[config.mk]
export PLATFORM = sky130hd
export DESIGN_NAME = crs_ctrl
export DESIGN_NICKNAME = d
export VERILOG_FILES = /design/src/inc/crs_pkg.sv /design/src/crs_ctrl.sv /design/src/crs_pwm_ch.sv /design/src/crs_sync.sv
export SDC_FILE = /design/constraint.sdc
export NUM_CORES = 1
export LEC_CHECK = 0
export ABC_AREA = 1
export BUFFER_PORTS_ARGS = -buffer_cell sky130_fd_sc_hd__buf_2
export CORE_MARGIN = 1.5
export CORE_UTILIZATION = 30
export DETAILED_ROUTE_END_ITERATION = 6
export GPL_TIMING_DRIVEN = 0
export SLEW_MARGIN = 0
export SYNTH_ARGS = -nofsm -noshare
export SYNTH_HDL_FRONTEND = slang
export SYNTH_SLANG_ARGS = --single-unit
[constraint.sdc]
create_clock -name i_mclk -period 4.3 [get_ports i_mclk]
set_input_delay 0 -clock i_mclk [delete_from_list [all_inputs] [get_ports i_mclk]]
set_output_delay 0 -clock i_mclk [all_outputs]
set_load 0.01 [all_outputs]
[src/inc/crs_pkg.sv]
/*
  Package for the channel reset, enable and phase-sync control block:
  register offsets, field positions, reset values and timing counts.
  Assumes a 32-bit AXI4-Lite register bus and a single 10 MHz clock.
*/
package crs_pkg;
  localparam int NUM_CH = 4;
  localparam int ADDR_W = 8;
  // Register byte offsets
  localparam logic [ADDR_W-1:0] OFS_CTRL = 8'h00;
  localparam logic [ADDR_W-1:0] OFS_ENBEH = 8'h04;
  localparam logic [ADDR_W-1:0] OFS_DELAY = 8'h08;
  localparam logic [ADDR_W-1:0] OFS_PERIOD = 8'h0c;
  localparam logic [ADDR_W-1:0] OFS_STATUS = 8'h10;
  localparam logic [ADDR_W-1:0] OFS_IMASK = 8'h14;
  localparam logic [ADDR_W-1:0] OFS_FAULT = 8'h18;
  localparam logic [ADDR_W-1:0] OFS_FMASK = 8'h1c;
  localparam logic [ADDR_W-1:0] OFS_PINS = 8'h20;
  // Fields
  localparam int DELAY_W = 5;
  localparam int PERIOD_W = 16;
  localparam int ST_SYNC = 0;
  localparam int ST_ENLOW = 1;
  localparam int ST_FAULT = 2;
  localparam int ST_W = 3;
  // Reset values
  localparam logic [NUM_CH-1:0] ENBEH_RST = 4'h0;
  localparam logic [NUM_CH-1:0] CH_EN_RST = 4'h0;
  localparam logic [PERIOD_W-1:0] PERIOD_RST = 16'h03e7;
  localparam logic [ST_W-1:0] IMASK_RST = 3'h0;
  localparam logic [NUM_CH-1:0] FMASK_RST = 4'h0;
  // Timing: 10 MHz clock, PWM tick every 1 us
  localparam int CLK_HZ = 10_000_000;
  localparam int PWM_TICK_NS = 1000;
  localparam int PWM_TICK_CYC = (PWM_TICK_NS * (CLK_HZ / 1_000_000)) / 1000;
  localparam logic [1:0] RESP_OKAY = 2'h0;
  localparam logic [1:0] RESP_SLVERR = 2'h2;
endpackage : crs_pkg

[src/crs_ctrl.sv]
/*
  Global control of a four-channel current controller: reset, enable
  behaviour, phase-sync restart with per-channel delay, sync event latch,
  open-drain fault output, AXI4-Lite register slave and interrupt.
  Assumes pins are asynchronous and all timing comes from i_mclk.
*/
`timescale 1ns/10ps
module crs_ctrl
  import crs_pkg::*;
(
  input wire logic i_mclk,
  input wire logic i_reset,
  input wire logic i_reset_n_pin,
  input wire logic i_analog_supply_ok,
  input wire logic i_digital_supply_ok,
  input wire logic i_enable_pin,
  input wire logic i_phase_sync_pin,
  input wire logic [NUM_CH-1:0] i_fault_det,
  input wire logic [NUM_CH-1:0] i_ch_out,
  output logic [NUM_CH-1:0] o_ch_out,
  output logic [NUM_CH-1:0] o_pwm_start,
  output logic o_fault_oe,
  output logic o_fault_out,
  output logic o_irq,
  input wire logic [ADDR_W-1:0] s_axi_awaddr,
  input wire logic s_axi_awvalid,
  output logic s_axi_awready,
  input wire logic [31:0] s_axi_wdata,
  input wire logic [3:0] s_axi_wstrb,
  input wire logic s_axi_wvalid,
  output logic s_axi_wready,
  output logic [1:0] s_axi_bresp,
  output logic s_axi_bvalid,
  input wire logic s_axi_bready,
  input wire logic [ADDR_W-1:0] s_axi_araddr,
  input wire logic s_axi_arvalid,
  output logic s_axi_arready,
  output logic [31:0] s_axi_rdata,
  output logic [1:0] s_axi_rresp,
  output logic s_axi_rvalid,
  input wire logic s_axi_rready
);
  logic [4:0] pins_s;
  logic rst_n_s, ana_ok_s, dig_ok_s, en_s, sync_s;
  logic sync_prev;
  logic sync_rise;
  logic soft_rst;
  logic [NUM_CH-1:0] fault_s;

  // Pin levels and fault inputs are asynchronous
  crs_sync #(.W(5), .RST_VAL(5'h00)) u_pin_sync (
    .i_mclk(i_mclk),
    .i_reset(i_reset),
    .i_async({i_reset_n_pin, i_analog_supply_ok, i_digital_supply_ok, i_enable_pin, i_phase_sync_pin}),
    .o_sync(pins_s)
  );
  crs_sync #(.W(NUM_CH), .RST_VAL(4'h0)) u_fault_sync (
    .i_mclk(i_mclk),
    .i_reset(i_reset),
    .i_async(i_fault_det),
    .o_sync(fault_s)
  );
  assign {rst_n_s, ana_ok_s, dig_ok_s, en_s, sync_s} = pins_s;

  // Any low supply or pin reset forces defaults
  assign soft_rst = i_reset | ~rst_n_s | ~ana_ok_s | ~dig_ok_s;
  assign sync_rise = sync_s & ~sync_prev;

  // Software-visible state
  logic [NUM_CH-1:0] ch_en, enbeh, fmask, held;
  logic [NUM_CH*DELAY_W-1:0] delays;
  logic [PERIOD_W-1:0] period;
  logic [ST_W-1:0] status, imask;
  logic [NUM_CH-1:0] next_ch_en, next_enbeh, next_fmask, next_held;
  logic [NUM_CH*DELAY_W-1:0] next_delays;
  logic [PERIOD_W-1:0] next_period;
  logic [ST_W-1:0] next_status, next_imask;
  logic next_sync_prev;

  // AXI handshake state
  logic aw_got, w_got;
  logic [ADDR_W-1:0] aw_addr;
  logic [31:0] w_data;
  logic [3:0] w_strb;
  logic next_aw_got, next_w_got, next_bvalid, next_rvalid;
  logic [ADDR_W-1:0] next_aw_addr;
  logic [31:0] next_w_data, next_rdata;
  logic [3:0] next_w_strb;
  logic [1:0] next_bresp, next_rresp;
  logic next_awready, next_wready, next_arready;
  logic do_wr, do_rd;

  logic [NUM_CH-1:0] next_ch_out, next_pwm_start, pwm_raw;
  logic next_fault_oe, next_irq;
  logic tick, next_tick;
  logic [15:0] tick_cnt, next_tick_cnt;

  function automatic logic known_addr(input logic [ADDR_W-1:0] a);
    known_addr = (a == OFS_CTRL) || (a == OFS_ENBEH) || (a == OFS_DELAY) || (a == OFS_PERIOD) ||
                 (a == OFS_STATUS) || (a == OFS_IMASK) || (a == OFS_FAULT) || (a == OFS_FMASK) ||
                 (a == OFS_PINS);
  endfunction : known_addr

  function automatic logic [31:0] wmerge(input logic [31:0] old, input logic [31:0] d, input logic [3:0] s);
    for (int b = 0; b < 4; b++)
      wmerge[b*8 +: 8] = s[b] ? d[b*8 +: 8] : old[b*8 +: 8];
  endfunction : wmerge

  // Timebase divider from the master clock
  always_comb
  begin
    next_tick = 1'b0;
    next_tick_cnt = tick_cnt + 16'h0001;
    if (soft_rst || tick_cnt == 16'(PWM_TICK_CYC - 1))
    begin
      next_tick_cnt = 16'h0000;
      next_tick = ~soft_rst;
    end
  end

  genvar g;
  generate
    for (g = 0; g < NUM_CH; g++)
    begin : g_ch
      crs_pwm_ch u_ch (
        .i_mclk(i_mclk),
        .i_reset(soft_rst),
        .i_tick(tick),
        .i_restart(sync_rise),
        .i_period(period),
        .i_phase_delay_value(delays[g*DELAY_W +: DELAY_W]),
        .o_pwm_start(pwm_raw[g])
      );
    end
  endgenerate

  // Bus handshake: write address and data taken in either order
  assign do_wr = aw_got && w_got && !s_axi_bvalid;
  assign do_rd = s_axi_arvalid && s_axi_arready;

  always_comb
  begin
    next_aw_got = aw_got;
    next_w_got = w_got;
    next_aw_addr = aw_addr;
    next_w_data = w_data;
    next_w_strb = w_strb;
    next_bvalid = s_axi_bvalid && !s_axi_bready;
    next_bresp = s_axi_bresp;
    next_rvalid = s_axi_rvalid && !s_axi_rready;
    next_rdata = s_axi_rdata;
    next_rresp = s_axi_rresp;
    if (s_axi_awvalid && s_axi_awready)
    begin
      next_aw_got = 1'b1;
      next_aw_addr = s_axi_awaddr;
    end
    if (s_axi_wvalid && s_axi_wready)
    begin
      next_w_got = 1'b1;
      next_w_data = s_axi_wdata;
      next_w_strb = s_axi_wstrb;
    end
    if (do_wr)
    begin
      next_aw_got = 1'b0;
      next_w_got = 1'b0;
      next_bvalid = 1'b1;
      next_bresp = known_addr(aw_addr) ? RESP_OKAY : RESP_SLVERR;
    end
    if (do_rd)
    begin
      next_rvalid = 1'b1;
      next_rresp = known_addr(s_axi_araddr) ? RESP_OKAY : RESP_SLVERR;
      case (s_axi_araddr)
        OFS_CTRL: next_rdata = 32'(ch_en);
        OFS_ENBEH: next_rdata = 32'(enbeh);
        OFS_DELAY: next_rdata = 32'(delays);
        OFS_PERIOD: next_rdata = 32'(period);
        OFS_STATUS: next_rdata = 32'(status);
        OFS_IMASK: next_rdata = 32'(imask);
        OFS_FAULT: next_rdata = 32'(fault_s);
        OFS_FMASK: next_rdata = 32'(fmask);
        OFS_PINS: next_rdata = 32'({en_s, sync_s});
        default: next_rdata = 32'h0000_0000;
      endcase
    end
    next_awready = !next_aw_got && !next_bvalid;
    next_wready = !next_w_got && !next_bvalid;
    next_arready = !next_rvalid;
    if (i_reset)
    begin
      next_aw_got = 1'b0;
      next_w_got = 1'b0;
      next_bvalid = 1'b0;
      next_rvalid = 1'b0;
      next_awready = 1'b0;
      next_wready = 1'b0;
      next_arready = 1'b0;
    end
  end

  // Registers, sticky events and channel gating
  always_comb
  begin
    next_ch_en = ch_en;
    next_enbeh = enbeh;
    next_fmask = fmask;
    next_delays = delays;
    next_period = period;
    next_imask = imask;
    next_status = status;
    next_sync_prev = sync_s;
    if (do_wr)
    begin
      case (aw_addr)
        OFS_CTRL: next_ch_en = NUM_CH'(wmerge(32'(ch_en), w_data, w_strb));
        OFS_ENBEH: next_enbeh = NUM_CH'(wmerge(32'(enbeh), w_data, w_strb));
        OFS_DELAY: next_delays = (NUM_CH*DELAY_W)'(wmerge(32'(delays), w_data, w_strb));
        OFS_PERIOD: next_period = PERIOD_W'(wmerge(32'(period), w_data, w_strb));
        OFS_IMASK: next_imask = ST_W'(wmerge(32'(imask), w_data, w_strb));
        OFS_FMASK: next_fmask = NUM_CH'(wmerge(32'(fmask), w_data, w_strb));
        default: next_ch_en = ch_en;
      endcase
    end
    // Read clears, but a same-cycle event wins
    if (do_rd && s_axi_araddr == OFS_STATUS)
      next_status = '0;
    if (sync_rise)
      next_status[ST_SYNC] = 1'b1;
    if (!en_s)
      next_status[ST_ENLOW] = 1'b1;
    if (|(fault_s & ~fmask))
      next_status[ST_FAULT] = 1'b1;
    if (soft_rst)
    begin
      next_ch_en = CH_EN_RST;
      next_enbeh = ENBEH_RST;
      next_fmask = FMASK_RST;
      next_delays = '0;
      next_period = PERIOD_RST;
      next_imask = IMASK_RST;
      next_status = '0;
      next_sync_prev = 1'b0;
    end
  end

  always_comb
  begin
    // Hold mode freezes the last driven level while enable is low
    next_held = en_s ? (i_ch_out & ch_en) : held;
    for (int c = 0; c < NUM_CH; c++)
      next_ch_out[c] = en_s ? (i_ch_out[c] & ch_en[c]) : (enbeh[c] & held[c]);
    next_pwm_start = pwm_raw;
    next_fault_oe = |(fault_s & ~fmask);
    next_irq = |(next_status & imask);
    if (soft_rst)
    begin
      next_held = '0;
      next_ch_out = '0;
      next_pwm_start = '0;
      next_fault_oe = 1'b0;
      next_irq = 1'b0;
    end
  end

  always_ff @(posedge i_mclk)
  begin
    tick_cnt <= next_tick_cnt;
    tick <= next_tick;
    sync_prev <= next_sync_prev;
    ch_en <= next_ch_en;
    enbeh <= next_enbeh;
    fmask <= next_fmask;
    delays <= next_delays;
    period <= next_period;
    imask <= next_imask;
    status <= next_status;
    held <= next_held;
    aw_got <= next_aw_got;
    w_got <= next_w_got;
    aw_addr <= next_aw_addr;
    w_data <= next_w_data;
    w_strb <= next_w_strb;
    s_axi_awready <= next_awready;
    s_axi_wready <= next_wready;
    s_axi_arready <= next_arready;
    s_axi_bvalid <= next_bvalid;
    s_axi_bresp <= next_bresp;
    s_axi_rvalid <= next_rvalid;
    s_axi_rdata <= next_rdata;
    s_axi_rresp <= next_rresp;
    o_ch_out <= next_ch_out;
    o_pwm_start <= next_pwm_start;
    o_fault_oe <= next_fault_oe;
    o_fault_out <= 1'b0;
    o_irq <= next_irq;
  end
endmodule : crs_ctrl

[src/crs_pwm_ch.sv]
/*
  One channel's PWM period counter with phase-sync delayed start.
  Assumes i_tick is a one-cycle enable from the shared divider, same clock.
*/
`timescale 1ns/10ps
module crs_pwm_ch
  import crs_pkg::*;
(
  input wire logic i_mclk,
  input wire logic i_reset,
  input wire logic i_tick,
  input wire logic i_restart,
  input wire logic [PERIOD_W-1:0] i_period,
  input wire logic [DELAY_W-1:0] i_phase_delay_value,
  output logic o_pwm_start
);
  logic [PERIOD_W-1:0] cnt;
  logic [PERIOD_W-1:0] dly;
  logic waiting;
  logic [PERIOD_W-1:0] next_cnt;
  logic [PERIOD_W-1:0] next_dly;
  logic next_waiting;
  logic next_start;
  logic [PERIOD_W+DELAY_W-1:0] prod;

  always_comb
  begin
    // Delay in 1/32 steps of the period
    // The period register holds ticks minus one, so the full period is one more
    prod = ((PERIOD_W+DELAY_W)'(i_period) + (PERIOD_W+DELAY_W)'(1)) * (PERIOD_W+DELAY_W)'(i_phase_delay_value);
    next_cnt = cnt;
    next_dly = dly;
    next_waiting = waiting;
    next_start = 1'b0;
    if (i_reset)
    begin
      next_cnt = '0;
      next_dly = '0;
      next_waiting = 1'b0;
    end
    else if (i_restart)
    begin
      next_cnt = '0;
      next_dly = prod[PERIOD_W+DELAY_W-1:DELAY_W];
      next_waiting = 1'b1;
    end
    else if (i_tick)
    begin
      if (waiting)
      begin
        if (dly == '0)
        begin
          next_waiting = 1'b0;
          next_start = 1'b1;
        end
        else
          next_dly = dly - 1'b1;
      end
      else if (cnt >= i_period)
      begin
        next_cnt = '0;
        next_start = 1'b1;
      end
      else
        next_cnt = cnt + 1'b1;
    end
  end

  always_ff @(posedge i_mclk)
  begin
    cnt <= next_cnt;
    dly <= next_dly;
    waiting <= next_waiting;
    o_pwm_start <= next_start;
  end
endmodule : crs_pwm_ch

[src/crs_sync.sv]
/*
  Two-stage synchroniser for a group of asynchronous pin levels.
  Assumes i_reset is synchronous to i_mclk; output only from the second stage.
*/
`timescale 1ns/10ps
module crs_sync #(
  parameter int W = 1,
  parameter logic [W-1:0] RST_VAL = '0
) (
  input wire logic i_mclk,
  input wire logic i_reset,
  input wire logic [W-1:0] i_async,
  output logic [W-1:0] o_sync
);
  logic [W-1:0] stage1;
  logic [W-1:0] next_stage1;
  logic [W-1:0] next_sync;

  always_comb
  begin
    next_stage1 = i_reset ? RST_VAL : i_async;
    next_sync = i_reset ? RST_VAL : stage1;
  end

  always_ff @(posedge i_mclk)
  begin
    stage1 <= next_stage1;
    o_sync <= next_sync;
  end
endmodule : crs_sync

==> flow_metrics.py <==
metrics = {
    "worst_setup_path": {
        "end_kind": "flip-flop",
        "start_kind": "flip-flop",
        "r2r_cells": 26,
        "cp_slowest_cell": "fa_1",
        "rr_endpoint": "g_ch[3].u_ch.dly[15]",
        "required_ns": 4.75,
        "max_stage_delay_ns": 0.52,
        "rrSetupSlack_ns": -0.76,
        "reg2reg_from": "period[0]",
        "crit_arrival_ns": 5.51,
        "worstSetupPathType": "reg -> reg",
        "cp_common_cell": "nor2_4",
        "path_max_fanout": 5,
    },
    "place": {
        "gp_congestion": 0.963,
        "dp.cells": 4935,
        "hpwl_um": 67600,
        "port_buffers": 95,
        "post_dp_cell_area_um2": 28300,
        "preCtsSetupSlack_ns": -1.28,
    },
    "sta": {
        "drv_slew": 0,
        "setup_violations": 62,
        "max_freq_mhz": 197,
        "rsz0062_at_grt": "true",
        "worst_slack_ns": -0.763,
        "skew_ns": 0.0265,
        "fin_crit_ns": 5.06,
        "worst_slew_pin_slew_ns": 1.22,
        "hold_ws_ns": 0.0516,
        "relSlewSlack_pct": 18.7,
        "final_hold_viol_count": 0,
        "fin_crit_sh_pct": 118,
    },
    "logic_synthesis": {
        "ys_types": 57,
        "async_reset_ff_share_pct": 0,
        "ys_seq_area_share_pct": 25.3,
        "synth_warnings": 0,
        "synth_edf_count": 53,
        "syn_inst": 3682,
        "syn_avg_cell_area_um2": 7.02,
        "yosys_register_bits": 300,
        "ys.flop_type": "dfxtp_1",
        "synth_area_um2": 25800,
    },
    "floorplanning": {
        "dieArea_um2": 87900,
        "die_height_um": 297,
        "die_w_um": 297,
        "start_util_pct": 30.3,
        "core-area_um2": 85300,
        "num_rows": 107,
        "io_pins": 124,
    },
    "cts": {
        "cts_tree": "yes",
        "clkSinkCount": 300,
        "clock_path_buffers": 3,
        "root_buffer": "clkbuf_16",
        "htree_levels": 2,
        "insertion_delay_ns": 0.59,
        "numCtsBuffers": 38,
        "clk_pin_slew_worst_paths_ns": 0.06,
    },
    "detailed_routing": {
        "drtPass1Iterations": 6,
        "vias": 26200,
        "ant_nets": 0,
        "drt_wl_total_um": 92800,
        "via_per_inst": 4.98,
        "wl_per_cell_um": 17.7,
        "drc_errors": 0,
        "drt-initial-drc-count": 2025,
    },
    "global_route": {
        "antenna_found_initial": 4,
        "grtUsageTotal_pct": 20.6,
        "grt_pass1_wl_um": 139000,
        "grt-ovfl-total": 0,
        "grt_max_degree": 25,
        "grt_pass1_vias": 25500,
    },
    "final_layout": {
        "drive_gt1_share_pct": 25.0,
        "syn_to_final_growth_pct": 35.6,
        "fin_cells": 5255,
        "final_nets": 4508,
        "final_common_cell": "nand2_1",
        "stdcell_area_um2": 35100,
        "diodes": 0,
        "final_cell_mix": "nand2_1 (607), inv_1 (561), nor2_1 (467)",
    },
    "min_path": {
        "hold_depth": 4,
        "hold_start": "s_axi_araddr[2]",
        "holdCritPathClass": "in -> reg",
        "hold_end": "s_axi_rresp[1]",
    },
    "run_status": {
        "status": "finished with violations",
        "violations": "setup timing",
    },
    "power_and_ir_drop": {
        "p_per_area_nw_per_um2": 190,
        "leakage_uw": 0.0161,
        "peakVddDrop_v": 0.000275,
    },
    "run": {
        "max_cap_viol_count": 0,
    },
}
[metal layers]
layer  vias up  part of all wire (%)  global-route usage (%)  wire [um]
met4         4                   4.7                    9.36       4370
li1      12400                     -                       -          -
met3       251                   8.5                    4.06       7940
met1     12400                    41                    25.9      37800
met5         -                 0.027                       0         25
met2      1076                    46                    34.1      42700
[cell families after synthesis]
kind of cell | share of synthesized area, %
fa+ha+maj | 22.2
xor+xnor | 2.98
simple gates | 27.0
compound gates | 11.1
flops | 25.3
buf+inv | 11.5
other cells | 0.0145
[Yosys cell counts (6+ instances only)]
| library cell | n | share of area (%) |
|---|---|---|
| nand2_1 | 732 | 11 |
| inv_1 | 645 | 9.4 |
| nor2_1 | 572 | 8.3 |
| dfxtp_1 | 247 | 19 |
| a21oi_1 | 228 | 4.4 |
| o21ai_0 | 188 | 3.6 |
| ha_1 | 183 | 8.9 |
| nand3_1 | 174 | 3.4 |
| fa_1 | 172 | 13 |
| xor2_1 | 63 | 2.1 |
| clkbuf_1 | 61 | 0.89 |
| edfxtp_1 | 53 | 6.2 |
| nor3_1 | 53 | 1.0 |
| nand4_1 | 33 | 0.80 |
| a211oi_1 | 24 | 0.70 |
| nor2_2 | 23 | 0.56 |
| xnor2_1 | 23 | 0.78 |
| o22ai_1 | 20 | 0.48 |
| o211ai_1 | 18 | 0.52 |
| buf_4 | 17 | 0.49 |
| buf_2 | 14 | 0.27 |
| a31oi_1 | 13 | 0.31 |
| nor3b_1 | 11 | 0.32 |
| nor4_1 | 11 | 0.27 |
| nand2_2 | 10 | 0.24 |
| o21bai_1 | 10 | 0.29 |
| buf_1 | 8 | 0.12 |
| nand3b_1 | 8 | 0.23 |
| and2_1 | 6 | 0.15 |
[how the worst max path moves through the flow]
stage	from	to	slack, ns	cells after the start
6_report	period[0]	g_ch[3].u_ch.dly[15]	-0.76	26
5_1_grt	period[0]	g_ch[0].u_ch.dly[15]	-0.99	27
4_1_cts	period[0]	g_ch[0].u_ch.dly[14]	-0.49	28
3_5_place_dp	period[0]	g_ch[1].u_ch.dly[11]	-1.28	20
3_3_place_gp	period[0]	g_ch[0].u_ch.dly[14]	-1.31	19
2_1_floorplan	period[0]	g_ch[1].u_ch.dly[12]	-0.15	26
[final cells by class]
cell class	instances	area [um^2]
Clock buffer	51	1080
Fill cell	8546	50200
Clock inverter	19	313
Timing Repair Buffer	347	2970
Inverter	651	2490
Tap cell	1144	1430
Multi-Input combinational cell	2639	19600
Sequential cell	300	6550
Buffer	104	661
[sequential cells by signal (all words and copies together), names as in the netlist, 5 cells and up]
| register | count |
|---|---|
| u_pin_sync.stage1 | 5 |
| w_data | 20 |
| s_axi_rdata | 20 |
| g_ch.u_ch.cnt | 64 |
| period | 16 |
| aw_addr | 8 |
| tick_cnt | 16 |
| u_pin_sync.o_sync | 5 |
| delays | 20 |
| g_ch.u_ch.dly | 64 |
[critical path: cells and delay by family (launching register included)]
family	cells	cell delay, ns
AOI/OAI and AO/OA	1	0.06
adders and majority gates	5	1.94
DFF	1	0.39
and+or+nand+nor	14	1.70
buffers and inverters	5	0.51
xor gates and xnor gates	1	0.31
[per-stage QoR]
stage / util [%] / power [uW] / setup TNS, ns
detailed placement: 33.2 / 3150 / -67.92
floorplan: - / 3060 / -1.03
finish: 41.1 / 6660 / -26.91
CTS: 39.1 / 6730 / -15.10
global placement: 33.2 / 3150 / -69.71
global route: 41.1 / 6850 / -37.64
[what timing repair did]
item / CTS / global route
endpoints found under the hold margin: 68 / 0
gates cloned: 5 / 0
gates resized for setup: 490 / 329
hold buffers: 56 / 0
buffers inserted: 136 / 58
setup endpoints to repair: 64 / 64
pin swaps: 229 / 192
[where the power goes]
group / switching [uW] / total [uW] / leakage [uW] / internal (uW)
Clock: 1370 / 3520 / 0.000684 / 2150
Combinational: 141 / 235 / 0.0130 / 94.0
Sequential: 11.1 / 2900 / 0.00250 / 2890
No activity file was read; power rests on OpenSTA's default activity.
